===== config.mk =====
export PLATFORM = sky130hd
export DESIGN_NAME = ftc_ctrl
export DESIGN_NICKNAME = d
export VERILOG_FILES = /design/src/inc/ftc_pkg.sv /design/src/inc/ftc_if.sv /design/src/ftc_ctrl.sv /design/src/ftc_init.sv /design/src/ftc_timer.sv
export SDC_FILE = /design/constraint.sdc
export NUM_CORES = 1
export LEC_CHECK = 0
export BUFFER_PORTS_ARGS = -buffer_cell sky130_fd_sc_hd__clkbuf_2
export CAP_MARGIN = 20
export CORE_MARGIN = 4
export CORE_UTILIZATION = 53
export CTS_BUF_LIST = sky130_fd_sc_hd__clkbuf_4
export DETAILED_ROUTE_END_ITERATION = 8
export HOLD_SLACK_MARGIN = 0.05
export PLACE_DENSITY = 0.79
export SETUP_SLACK_MARGIN = 0.5
export SLEW_MARGIN = 20
export SYNTH_ARGS = -nofsm -noshare
export SYNTH_HDL_FRONTEND = slang
export SYNTH_SLANG_ARGS = --single-unit

===== constraint.sdc =====
create_clock -name mclk -period 5.2 [get_ports mclk]
set_input_delay 0.26 -clock mclk [delete_from_list [all_inputs] [get_ports mclk]]
set_output_delay 0.26 -clock mclk [all_outputs]
set_load 0.02 [all_outputs]

===== src/inc/ftc_pkg.sv =====
package ftc_pkg;

////////////////////////////////////////////////////////////////////////////////
// timing register slots
localparam int IX_PRESCALE = 0;
localparam int IX_START = 1;
localparam int IX_TRAN = 2;
localparam int IX_PROG = 3;
localparam int IX_PERASE = 4;
localparam int IX_SERASE = 5;
localparam int IX_END = 6;
localparam int IX_SEND = 7;
localparam int IX_RCV = 8;
localparam int TIM_NUM = 9;

////////////////////////////////////////////////////////////////////////////////
// power-up defaults, 4 mhz core clock
localparam logic [7:0] DEF_PRESCALE = 8'h00;
localparam logic [7:0] DEF_START = 8'h14;
localparam logic [7:0] DEF_TRAN = 8'h28;
localparam logic [7:0] DEF_PROG = 8'h0a;
localparam logic [7:0] DEF_PERASE = 8'h09;
localparam logic [7:0] DEF_SERASE = 8'h09;
localparam logic [7:0] DEF_END = 8'h14;
localparam logic [7:0] DEF_SEND = 8'h32;
localparam logic [7:0] DEF_RCV = 8'h04;
localparam logic [8:0][7:0] TIM_DEFAULTS = {DEF_RCV, DEF_SEND, DEF_END,
	DEF_SERASE, DEF_PERASE, DEF_PROG, DEF_TRAN, DEF_START, DEF_PRESCALE};

////////////////////////////////////////////////////////////////////////////////
// read timing and array constants
localparam logic [7:0] INFO_RD_CYCLES = 8'h03;
localparam logic [7:0] MAIN_RD_BASE = 8'h02;
localparam logic [16:0] PROT_WORD_ADDR = 17'h000fe;
localparam logic [15:0] ERASED_WORD = 16'hffff;
localparam int PROT_LSB = 0;
localparam logic [1:0] PROT_OPEN = 2'h3;

////////////////////////////////////////////////////////////////////////////////
// enumerations
typedef enum logic [2:0] {ERG_PAGE, ERG_SECT_MAIN, ERG_SECT_BOTH,
	ERG_ALL_MAIN, ERG_INFO_NOFACT, ERG_PROT} ftc_erg_t;
typedef enum logic [2:0] {OP_READ, OP_PROG, OP_PERASE, OP_SERASE,
	OP_SPERASE} ftc_op_t;
typedef enum logic [2:0] {ST_STANDBY, ST_READ, ST_PROG, ST_PERASE,
	ST_SERASE, ST_SPERASE} ftc_st_t;
typedef enum logic [2:0] {PH_START, PH_PULSE, PH_END, PH_RCV, PH_TRAN,
	PH_VERIFY} ftc_ph_t;
typedef enum logic [1:0] {SRC_CORE, SRC_HOST, SRC_JTAG} ftc_src_t;

endpackage : ftc_pkg


===== src/inc/ftc_if.sv =====
`timescale 1ns/1ns
interface ftc_if;
	logic tmr_start;
	logic [7:0] tmr_count;
	logic [2:0] tmr_prescale;
	logic tmr_done;
	logic ini_go;
	logic ini_clk_ok;
	logic ini_prot_rd;
	logic ini_load;
	logic ini_ready;
	modport ctl(output tmr_start, tmr_count, tmr_prescale, ini_go, ini_clk_ok,
		input tmr_done, ini_prot_rd, ini_load, ini_ready);
	modport tmr(input tmr_start, tmr_count, tmr_prescale, output tmr_done);
	modport ini(input ini_go, ini_clk_ok,
		output ini_prot_rd, ini_load, ini_ready);
endinterface : ftc_if


===== src/ftc_ctrl.sv =====
// Functional notes
// - six states, pulse widths from timing registers
// - standby when idle, after ops, after reset
// - main bus reads stretched by zone; jtag busy
// - program on write with bit set, busy
// - program verify updates err_prog if enabled
// - program ignores reset and writes, holds reads
// - page erase on write or jtag, busy
// - section erase core or jtag, never host
// - info section erase also erases main section
// - special erase jtag only, allowed when protected
// - special erase busy, verify, protection last
// - no flash access during program or erase
// - jtag mode holds core in reset, bus accesses not served
// - info timing internal, main read by zone
// - timing registers default to 4 mhz values
// - reset during read aborts the read
// - reset during program or erase is stretched outside jtag mode, ignored in jtag mode
// - reinit after reset: clocks, protection, defaults
// - leaving jtag mode reinitialises the interface
// - host accesses get retry during program or erase, outside jtag mode
`timescale 1ns/1ns
module ftc_ctrl import ftc_pkg::*; (
	input logic mclk,
	input logic sys_rst,
	input logic soft_rst,
	input logic clk_stable,
	input logic jtag_en,
	input logic prog_en,
	input logic page_erase_en,
	input logic section_erase_en,
	input logic verify_en,
	input logic [2:0] zone_wait_config,
	input logic tim_wr,
	input logic [3:0] tim_sel,
	input logic [7:0] tim_wdata,
	input logic cb_rd,
	input logic cb_wr,
	input logic cb_host,
	input logic cb_info,
	input logic [16:0] cb_addr,
	input logic [15:0] cb_wdata,
	output logic cb_ack,
	output logic cb_retry,
	input logic jt_req,
	input ftc_op_t jt_op,
	input logic jt_info,
	input logic [16:0] jt_addr,
	input logic [15:0] jt_wdata,
	output logic jt_busy,
	output logic [15:0] rd_data,
	output logic busy,
	output logic err_prog,
	output logic err_erase,
	output logic prot_active,
	output logic core_hold_rst,
	output logic rst_ext,
	output logic fa_rd,
	output logic fa_prog,
	output logic fa_erase,
	output ftc_erg_t fa_region,
	output logic fa_info,
	output logic [16:0] fa_addr,
	output logic [15:0] fa_wdata,
	input logic [15:0] fa_rdata
);
	typedef struct packed {
		ftc_st_t st;
		ftc_ph_t ph;
		ftc_src_t src;
		logic [1:0] step;
		logic [7:0] cnt;
		logic [16:0] addr;
		logic info;
		logic [15:0] wdata;
		ftc_erg_t region;
		logic verify;
		logic busy;
		logic jt_busy;
		logic ack;
		logic retry;
		logic [15:0] rdata;
		logic err_prog;
		logic err_erase;
		logic fa_rd;
		logic fa_prog;
		logic fa_erase;
		logic rst_ext;
		logic core_hold;
		logic prot_act;
		logic jt_en_d;
		logic ini_go;
		logic tmr_start;
		logic [7:0] tmr_count;
		logic [15:0] prot;
		logic [8:0][7:0] tim;
	} ftc_ctl_t;
	ftc_ctl_t s_r, s_nxt;
	ftc_if ifc();
	logic is_op;
	logic prot_on;
	logic req_init;

	ftc_timer ftc_timer_inst (
		.mclk(mclk),
		.sys_rst(sys_rst),
		.ifc(ifc.tmr)
	);
	ftc_init ftc_init_inst (
		.mclk(mclk),
		.sys_rst(sys_rst),
		.ifc(ifc.ini)
	);

	assign ifc.tmr_start = s_r.tmr_start;
	assign ifc.tmr_count = s_r.tmr_count;
	assign ifc.tmr_prescale = s_r.tim[IX_PRESCALE][2:0];
	assign ifc.ini_go = s_r.ini_go;
	assign ifc.ini_clk_ok = clk_stable;
	assign is_op = (s_r.st != ST_STANDBY) && (s_r.st != ST_READ);
	assign prot_on = s_r.prot[PROT_LSB +: 2] != PROT_OPEN;
	assign req_init = (soft_rst && !jtag_en) || (jtag_en != s_r.jt_en_d);

	////////////////////////////////////////////////////////////////////////
	// launch helpers
	function automatic ftc_ctl_t start_op(ftc_ctl_t c, ftc_st_t st,
		ftc_erg_t rg, logic vf);
		ftc_ctl_t r;
		r = c;
		r.st = st;
		r.ph = PH_START;
		r.region = rg;
		r.verify = vf;
		r.step = 2'h0;
		r.busy = 1'b1;
		r.err_prog = 1'b0;
		r.err_erase = 1'b0;
		r.tmr_start = 1'b1;
		r.tmr_count = c.tim[IX_START];
		return r;
	endfunction : start_op

	function automatic ftc_ctl_t start_rd(ftc_ctl_t c, logic inf,
		logic [2:0] zw);
		ftc_ctl_t r;
		r = c;
		r.st = ST_READ;
		r.fa_rd = 1'b1;
		r.cnt = inf ? INFO_RD_CYCLES : MAIN_RD_BASE + {5'h00, zw};
		return r;
	endfunction : start_rd

	////////////////////////////////////////////////////////////////////////
	// next state
	always_comb begin
		s_nxt = s_r;
		s_nxt.ack = 1'b0;
		s_nxt.retry = 1'b0;
		s_nxt.ini_go = 1'b0;
		s_nxt.tmr_start = 1'b0;
		s_nxt.jt_en_d = jtag_en;
		s_nxt.core_hold = jtag_en;
		s_nxt.prot_act = prot_on;
		if (tim_wr && (tim_sel < 4'(TIM_NUM))) begin
			s_nxt.tim[tim_sel] = tim_wdata;
		end
		if (ifc.ini_load) begin
			s_nxt.prot = fa_rdata;
			s_nxt.tim = TIM_DEFAULTS;
		end
		case (s_r.st)
			ST_STANDBY: begin
				s_nxt.busy = 1'b0;
				s_nxt.jt_busy = 1'b0;
				s_nxt.fa_rd = 1'b0;
				if (!ifc.ini_ready) begin
					s_nxt.fa_rd = ifc.ini_prot_rd;
					s_nxt.addr = PROT_WORD_ADDR;
					s_nxt.info = 1'b1;
				end else if (s_r.ini_go) begin
				end else if (jtag_en) begin
					if (jt_req && (!prot_on || jt_op == OP_SPERASE)) begin
						s_nxt.src = SRC_JTAG;
						s_nxt.addr = jt_addr;
						s_nxt.info = jt_info;
						s_nxt.wdata = jt_wdata;
						s_nxt.jt_busy = 1'b1;
						case (jt_op)
							OP_READ: s_nxt = start_rd(s_nxt, jt_info,
								zone_wait_config);
							OP_PROG: s_nxt = start_op(s_nxt, ST_PROG, ERG_PAGE,
								verify_en);
							OP_PERASE: s_nxt = start_op(s_nxt, ST_PERASE, ERG_PAGE,
								verify_en);
							OP_SERASE: s_nxt = start_op(s_nxt, ST_SERASE,
								jt_info ? ERG_SECT_BOTH : ERG_SECT_MAIN, 1'b1);
							default: s_nxt = start_op(s_nxt, ST_SPERASE,
								ERG_ALL_MAIN, 1'b1);
						endcase
					end
				end else if ((cb_rd || cb_wr) && !s_r.ack) begin
					s_nxt.src = cb_host ? SRC_HOST : SRC_CORE;
					s_nxt.addr = cb_addr;
					s_nxt.info = cb_info;
					s_nxt.wdata = cb_wdata;
					if (cb_rd) begin
						s_nxt = start_rd(s_nxt, cb_info, zone_wait_config);
					end else begin
						s_nxt.ack = 1'b1;
						if (prog_en) begin
							s_nxt = start_op(s_nxt, ST_PROG, ERG_PAGE, verify_en);
						end else if (page_erase_en) begin
							s_nxt = start_op(s_nxt, ST_PERASE, ERG_PAGE,
								verify_en);
						end else if (section_erase_en && !cb_host) begin
							s_nxt = start_op(s_nxt, ST_SERASE,
								cb_info ? ERG_SECT_BOTH : ERG_SECT_MAIN, 1'b1);
						end
					end
				end
			end
			ST_READ: begin
				if (soft_rst) begin
					s_nxt.st = ST_STANDBY;
					s_nxt.fa_rd = 1'b0;
					s_nxt.jt_busy = 1'b0;
				end else if (s_r.cnt <= 8'h01) begin
					s_nxt.st = ST_STANDBY;
					s_nxt.fa_rd = 1'b0;
					s_nxt.rdata = fa_rdata;
					s_nxt.ack = s_r.src != SRC_JTAG;
					s_nxt.jt_busy = 1'b0;
				end else begin
					s_nxt.cnt = s_r.cnt - 8'h01;
				end
			end
			default: begin
				if (s_r.ph == PH_VERIFY) begin
					if (s_r.cnt <= 8'h01) begin
						s_nxt.fa_rd = 1'b0;
						if (s_r.st == ST_PROG) begin
							s_nxt.err_prog = fa_rdata != s_r.wdata;
						end else begin
							s_nxt.err_erase = fa_rdata != ERASED_WORD;
						end
						s_nxt.st = ST_STANDBY;
						s_nxt.busy = 1'b0;
						s_nxt.jt_busy = 1'b0;
					end else begin
						s_nxt.cnt = s_r.cnt - 8'h01;
					end
				end else if (ifc.tmr_done) begin
					s_nxt.tmr_start = 1'b1;
					case (s_r.ph)
						PH_START: begin
							s_nxt.ph = PH_PULSE;
							s_nxt.fa_prog = s_r.st == ST_PROG;
							s_nxt.fa_erase = s_r.st != ST_PROG;
							if (s_r.st == ST_PROG) begin
								s_nxt.tmr_count = s_r.tim[IX_PROG];
							end else if (s_r.st == ST_PERASE) begin
								s_nxt.tmr_count = s_r.tim[IX_PERASE];
							end else begin
								s_nxt.tmr_count = s_r.tim[IX_SERASE];
							end
						end
						PH_PULSE: begin
							s_nxt.ph = PH_END;
							s_nxt.fa_prog = 1'b0;
							s_nxt.fa_erase = 1'b0;
							s_nxt.tmr_count = (s_r.st == ST_SERASE ||
								s_r.st == ST_SPERASE) ? s_r.tim[IX_SEND] :
								s_r.tim[IX_END];
						end
						PH_END: begin
							s_nxt.ph = PH_RCV;
							s_nxt.tmr_count = s_r.tim[IX_RCV];
						end
						PH_TRAN: begin
							s_nxt.ph = PH_PULSE;
							s_nxt.fa_erase = 1'b1;
							s_nxt.tmr_count = s_r.tim[IX_SERASE];
						end
						default: begin
							s_nxt.tmr_start = 1'b0;
							if (s_r.st == ST_SPERASE && s_r.step != 2'h2) begin
								s_nxt.ph = PH_TRAN;
								s_nxt.tmr_start = 1'b1;
								s_nxt.tmr_count = s_r.tim[IX_TRAN];
								s_nxt.step = s_r.step + 2'h1;
								s_nxt.region = (s_r.step == 2'h0) ?
									ERG_INFO_NOFACT : ERG_PROT;
							end else if (s_r.verify) begin
								s_nxt.ph = PH_VERIFY;
								s_nxt.fa_rd = 1'b1;
								s_nxt.cnt = INFO_RD_CYCLES;
							end else begin
								s_nxt.st = ST_STANDBY;
								s_nxt.busy = 1'b0;
								s_nxt.jt_busy = 1'b0;
							end
						end
					endcase
				end
				if ((cb_rd || cb_wr) && !s_r.ack && !jtag_en) begin
					if (cb_host) begin
						s_nxt.ack = 1'b1;
						s_nxt.retry = 1'b1;
					end else if (cb_wr) begin
						s_nxt.ack = 1'b1;
					end
				end
			end
		endcase
		if ((req_init || s_r.rst_ext) &&
			(s_nxt.st inside {ST_STANDBY, ST_READ})) begin
			s_nxt.ini_go = 1'b1;
			s_nxt.rst_ext = 1'b0;
			s_nxt.st = ST_STANDBY;
			s_nxt.fa_rd = 1'b0;
			s_nxt.jt_busy = 1'b0;
		end else if (req_init) begin
			s_nxt.rst_ext = 1'b1;
		end
	end

	always_ff @(posedge mclk or posedge sys_rst) begin
		if (sys_rst) begin
			s_r <= '0;
			s_r.tim <= TIM_DEFAULTS;
		end else begin
			s_r <= s_nxt;
		end
	end

	assign cb_ack = s_r.ack;
	assign cb_retry = s_r.retry;
	assign jt_busy = s_r.jt_busy;
	assign rd_data = s_r.rdata;
	assign busy = s_r.busy;
	assign err_prog = s_r.err_prog;
	assign err_erase = s_r.err_erase;
	assign prot_active = s_r.prot_act;
	assign core_hold_rst = s_r.core_hold;
	assign rst_ext = s_r.rst_ext;
	assign fa_rd = s_r.fa_rd;
	assign fa_prog = s_r.fa_prog;
	assign fa_erase = s_r.fa_erase;
	assign fa_region = s_r.region;
	assign fa_info = s_r.info;
	assign fa_addr = s_r.addr;
	assign fa_wdata = s_r.wdata;
endmodule : ftc_ctrl


===== src/ftc_init.sv =====
`timescale 1ns/1ns
module ftc_init import ftc_pkg::*; (
	input logic mclk,
	input logic sys_rst,
	ftc_if.ini ifc
);
	typedef enum logic [1:0] {I_CLK, I_PROT, I_LOAD, I_DONE} ftc_ist_t;
	typedef struct packed {
		ftc_ist_t st;
		logic [7:0] cnt;
		logic prot_rd;
		logic load;
		logic ready;
	} ftc_ini_t;
	ftc_ini_t s_r, s_nxt;

	////////////////////////////////////////////////////////////////////////
	// clocks stable, protection word read, defaults loaded
	always_comb begin
		s_nxt = s_r;
		s_nxt.load = 1'b0;
		case (s_r.st)
			I_CLK: begin
				if (ifc.ini_clk_ok) begin
					s_nxt.st = I_PROT;
					s_nxt.prot_rd = 1'b1;
					s_nxt.cnt = INFO_RD_CYCLES;
				end
			end
			I_PROT: begin
				if (s_r.cnt <= 8'h01) begin
					s_nxt.st = I_LOAD;
					s_nxt.prot_rd = 1'b0;
					s_nxt.load = 1'b1;
				end else begin
					s_nxt.cnt = s_r.cnt - 8'h01;
				end
			end
			I_LOAD: begin
				s_nxt.st = I_DONE;
				s_nxt.ready = 1'b1;
			end
			default: begin
			end
		endcase
		if (ifc.ini_go) begin
			s_nxt = '0;
		end
	end

	always_ff @(posedge mclk or posedge sys_rst) begin
		if (sys_rst) begin
			s_r <= '0;
		end else begin
			s_r <= s_nxt;
		end
	end

	assign ifc.ini_prot_rd = s_r.prot_rd;
	assign ifc.ini_load = s_r.load;
	assign ifc.ini_ready = s_r.ready;
endmodule : ftc_init


===== src/ftc_timer.sv =====
`timescale 1ns/1ns
module ftc_timer import ftc_pkg::*; (
	input logic mclk,
	input logic sys_rst,
	ftc_if.tmr ifc
);
	typedef struct packed {
		logic run;
		logic [2:0] pre;
		logic [7:0] cnt;
		logic done;
	} ftc_tmr_t;
	ftc_tmr_t s_r, s_nxt;

	////////////////////////////////////////////////////////////////////////
	// prescaled down-counter, one done pulse
	always_comb begin
		s_nxt = s_r;
		s_nxt.done = 1'b0;
		if (ifc.tmr_start) begin
			s_nxt.run = 1'b1;
			s_nxt.pre = ifc.tmr_prescale;
			s_nxt.cnt = ifc.tmr_count;
		end else if (s_r.run) begin
			if (s_r.pre != 3'h0) begin
				s_nxt.pre = s_r.pre - 3'h1;
			end else begin
				s_nxt.pre = ifc.tmr_prescale;
				if (s_r.cnt <= 8'h01) begin
					s_nxt.run = 1'b0;
					s_nxt.done = 1'b1;
				end else begin
					s_nxt.cnt = s_r.cnt - 8'h01;
				end
			end
		end
	end

	always_ff @(posedge mclk or posedge sys_rst) begin
		if (sys_rst) begin
			s_r <= '0;
		end else begin
			s_r <= s_nxt;
		end
	end

	assign ifc.tmr_done = s_r.done;
endmodule : ftc_timer

After elaboration in Yosys (flattened, before gate mapping)
Index checks and enable logic that the tools add are counted.
{ "totals": {"elab_cells": 317, "ff_bits": 209, "inputBits": 116} }
{ "classes": {"n_reduce_logical": 68, "n_addsub": 6, "bitwise": 5, "n_eq_ne": 61, "magnitude_cmp": 6, "n_mux": 125} }
{ "op_table": {"columns": ["operator", "n"], "rows": [
  ["183-bit 2-to-1 mux", 8],
  ["183-bit one-hot mux with 4 select lines", 1],
  ["88-bit 2-to-1 mux", 2],
  ["104-bit 2-to-1 mux", 1],
  ["8-bit 2-to-1 mux", 12],
  ["72-bit bitwise mux", 1],
  ["72-bit 2-to-1 mux", 1],
  ["3-bit 2-to-1 mux", 17],
  ["11-bit AND reduction", 4],
  ["18-bit 2-to-1 mux", 2],
  ["9-bit 2-to-1 mux", 4],
  ["3-bit != test (second input constant)", 12],
  ["9-bit one-hot mux with 2 select lines", 2],
  ["8-bit demux with 4-bit select", 1],
  ["16-bit 2-to-1 mux", 2],
  ["2-bit 2-to-1 mux", 16],
  ["16-bit one-hot mux with 2 select lines", 1],
  ["8-bit one-hot mux with 4 select lines", 1],
  ["1-bit 2-to-1 mux", 28],
  ["13-bit 2-to-1 mux", 2],
  ["26-bit 2-to-1 mux", 1],
  ["8-bit by 1-bit <= comparator with 1-bit output (second input constant)", 3],
  ["8-bit by 1-bit subtractor with 8-bit output (second input constant)", 3],
  ["2-bit nonzero test", 11],
  ["other kinds (56)", 135]
]} }

Longest topological paths before layout
{ "logic_depth": {"ltp_word": 21, "mapped_depth": 8, "ltp_nobuf": 7} }

Hierarchy
From an unflattened synthesis, not the netlist that was laid out.
{ "unflattened": {"cells_unflattened": 1053, "hier_area_um2": 10426.2} }
{ "by_module_without_submodules": {"columns": ["mod", "cells_each", "instances", "area_per_inst_um2"], "rows": [
  ["ftc_ctrl", 883, 1, 8804.7],
  ["ftc_init", 83, 1, 822.0],
  ["ftc_timer", 87, 1, 799.5]
]} }

Worst setup path before layout
Ideal clock, no wire load.
{ "synth_path": {"path_type": "register to register", "from": "register s_r (netlist bit cb_ack)", "to": "register s_r (netlist bit err_prog)", "stages_incl_launch_ff": 6, "arrival_ps": 1975, "path_slack_ps": 3101, "synth_period_minus_slack_ps": 2099, "setup_time_ps": 125, "path_buffers": 0, "path_cell_list": "dfrtp_1 -> or4b_1 -> a21oi_2 -> o211ai_1 -> a2111oi_2 -> mux2_2"} }
{ "synth_between": {"elab_chain_cells": 4} }
{ "synth_lines": {"columns": ["element", "line", "source"], "rows": [
  ["from (decl)", "ftc_ctrl.sv:98", "ftc_ctl_t s_r, s_nxt;"],
  ["from (signal assigned)", "ftc_ctrl.sv:332", "s_r <= s_nxt;"],
  ["1-bit zero test", "ftc_ctrl.sv:201", "end else if ((cb_rd || cb_wr) && !s_r.ack) begin"],
  ["1-bit logical AND", "ftc_ctrl.sv:201", null],
  ["3-bit != test (no source line)", null, null],
  ["11-bit AND reduction (no source line)", null, null]
]} }
Every way passes these cells.
A chain may end at the register's enable or synchronous reset.

==> impl_metrics.csv <==
group,metric,value,unit
finish,nNetsFinal,1387,
critical_path,cp_max_fo,25,
timing,final-max-slew-violation-count,0,
logic_synthesis,synth-edff-count,0,
timing,period_share,57.0,%
critical_path,worst_setup_path_start_kind,"flop",
routing,vias_per_cell,6.06,
logic_synthesis,synth_top_cell_by_area,"dfrtp_1",
clock_tree,cts_made_buffers,17,
place,io_buffers,180,
logic_synthesis,synthCells,1069,
place,post_dp_cell_area,0.0111,mm²
die,num_rows,51,
timing,fin_skew,0.0309,ns
critical_path,path_class,"flop to flop",
logic_synthesis,synth_ff_type,"dfrtp_1",
clock_tree,post_cts_buffers,0,
timing,max_freq,0.337,GHz
clock_tree,post_cts_resized,0,
finish,final_cell_mix,"180 x clkbuf_2, 172 x dfrtp_1, 101 x nor2_1",
die,core_area,0.0195,mm²
routing,ant_nets,0,
clock_tree,htreeDepth,4,
place,pre_cts_ws,2.35,ns
timing,tightest_slew,1.07,ns
critical_path,cp_data_required_time,5.68,ns
die,ios,181,
place,dp_hpwl,20200,µm
logic_synthesis,synth_seq_area_share,45.4,%
clock_tree,cts_sinks,189,
timing,grt_setup_unrepaired,"no",
die,die_w,149,µm
grt,gr-total-overflow,0,
min_path,hp-class,"primary input to flop",
critical_path,end_kind,"flop",
timing,min_period,2.97,ns
die,die-height,149,µm
grt,grtUsageTotal,27.7,%
logic_synthesis,synth_area_per_cell,9.79,µm²
timing,setup_ws,2.23,ns
logic_synthesis,yosys-top-cells-area,"dfrtp_1 41%, mux2_2 4.8%, dfstp_2 4.0%, a22oi_1 3.7%, buf_4 3.7%",
pwr,ir_drop,0.000212,V
die,start_util,53.8,%
logic_synthesis,synth_top_area_share,41.4,%
clock_tree,cts.reportedPaths.clkPinSlew,0.16,ns
routing,drt_wl_total,30400,µm
die,die_area,0.0221,mm²
clock_tree,holdBufCountCts,93,
routing,drt_iter0_drc,1107,
run,cap_violations,0,
routing,remaining_drc_errors,0,
grt,grt_max_degree,68,
clock_tree,clockBufferDepth,2,
clock_tree,root_buffer,"clkbuf_4",
timing,setup_violations,0,
timing,finalHoldViolations,0,
pwr,powerDensity,398,mW/mm²
place,place.gp.congestion,0.910,
pwr,leakagePower,5.70,nW
timing,tns,0,ns
routing,drtPass1Iterations,8,
grt,antenna_found_initial,1,
logic_synthesis,ys_seq_elements,189,
finish,stdcell_area,0.0124,mm²
grt,grt_pass1_wl,48700,µm
clock_tree,cts_tree,"built",
timing,slew-limit-headroom,28.6,%
finish,drive_gt1_share,24.7,%
outcome,status,"completed",
finish,final_util,63.5,%
clock_tree,clk_latency,0.63,ns
logic_synthesis,syn-num-nets,1199,
logic_synthesis,synth_area,0.0105,mm²
routing,vias,9312,
logic_synthesis,async_flop_share,100,%
logic_synthesis,synth_cell_types,83,
finish,layout.cells.most_common,"clkbuf_2",
finish,area_growth,18.1,%
logic_synthesis,synth_warnings,0,
critical_path,cp.arrival,3.45,ns
routing,wl_per_cell,19.8,µm
grt,grt_pass1_vias,9279,
layer usage:
metal	GRT usage (%)	part of all wire (%)
met5	0	0
met1	35.9	39
met2	45.5	49
met4	11.3	3.7
met3	6.06	8.0
cells in the mapped netlist (17+ instances only):
| library cell | n |
|---|---|
| a21oi_1 | 47 |
| mux2_2 | 45 |
| inv_1 | 34 |
| clkbuf_1 | 46 |
| nor2b_1 | 17 |
| mux2i_1 | 37 |
| dfrtp_1 | 173 |
| a22oi_1 | 52 |
| o21ai_0 | 54 |
| nand3_1 | 18 |
| nand2_1 | 82 |
| buf_4 | 52 |
| xnor2_1 | 20 |
| nor3_1 | 17 |
| nor2_1 | 101 |
cells by family (layout without fill, tap and decap cells):
family	Yosys count	after routing	synth area share, %
DFF	189	189	45.4
and+or+nand+nor	336	336	16.5
xor gates and xnor gates	24	24	2.01
buffers and inverters	149	350	7.38
muxes	82	82	8.38
adders and majority gates	16	16	1.86
other	0	1	0
AOI/OAI and AO/OA	273	273	18.5
path summary, 6_finish.rpt:
check | cells past startpoint | slack (ns) | to | from
setup / recovery | 5 | 2.23 | s_r[180]$_DFF_PP0_ | s_r[180]$_DFF_PP0_
hold / removal | 4 | 0.09 | ifc.tmr_prescale[1]$_DFFE_PP0P_ | tim_sel[2]
setup reg to reg | 5 | 2.23 | s_r[180]$_DFF_PP0_ | s_r[180]$_DFF_PP0_
hold reg to reg | 2 | 0.50 | s_r[25]$_DFFE_PP1P_ | s_r[25]$_DFFE_PP1P_
max in group asynchronous | 5 | 3.74 | ftc_timer_inst.s_r[9]$_DFFE_PP0P_ | sys_rst
min in group asynchronous | 3 | 0.14 | s_r[166]$_DFFE_PP0P_ | sys_rst
layout make-up:
cell class / instances / area [µm²]
sequential: 189 / 4750
tap: 265 / 332
clock inverter: 15 / 144
fill: 1498 / 7100
antenna: 1 / 2.50
timing repair buffer: 284 / 1930
clock buffer: 17 / 128
inverter: 34 / 131
multi-input combinational: 731 / 4950
metrics by stage:
| step | power [mW] | cells | hold slack (ns) |
|---|---|---|---|
| after detailed placement | 4.02 | 1409 | 0.478 |
| after global placement | 3.94 | 1409 | 0.469 |
| after global routing | 5.23 | 1536 | 0.0878 |
| final | 4.91 | 1536 | 0.0931 |
| after floorplan | 3.59 | 1069 | 0.291 |
| after CTS | 4.87 | 1534 | 0.0506 |
critical path, cell delays in order, from the launching register on:
cell and delay, ns:
dfrtp_1 1.00, nor3_1 0.25, nand2_1 0.70, nor2_1 0.15
a221oi_2 0.53, a32oi_1 0.20
sequential cells by signal, summed over array words and instances, names as in the netlist, 3 cells and up:
name	count
fa_addr	17
ftc_init_inst.s_r	10
fa_wdata	16
rd_data	16
ifc.tmr_prescale	3
fa_region	3
ifc.tmr_count	8
s_r	85
ftc_timer_inst.s_r	12
power breakdown:
part	internal, mW	switching, mW	leakage [nW]	total (mW)
Combinational	0.783	1.06	3.14	1.85
Clock	0.215	0.580	0.150	0.795
Sequential	1.92	0.356	2.40	2.27
Total	2.91	2.00	5.70	4.91
Power figures use the tool's default switching activity.
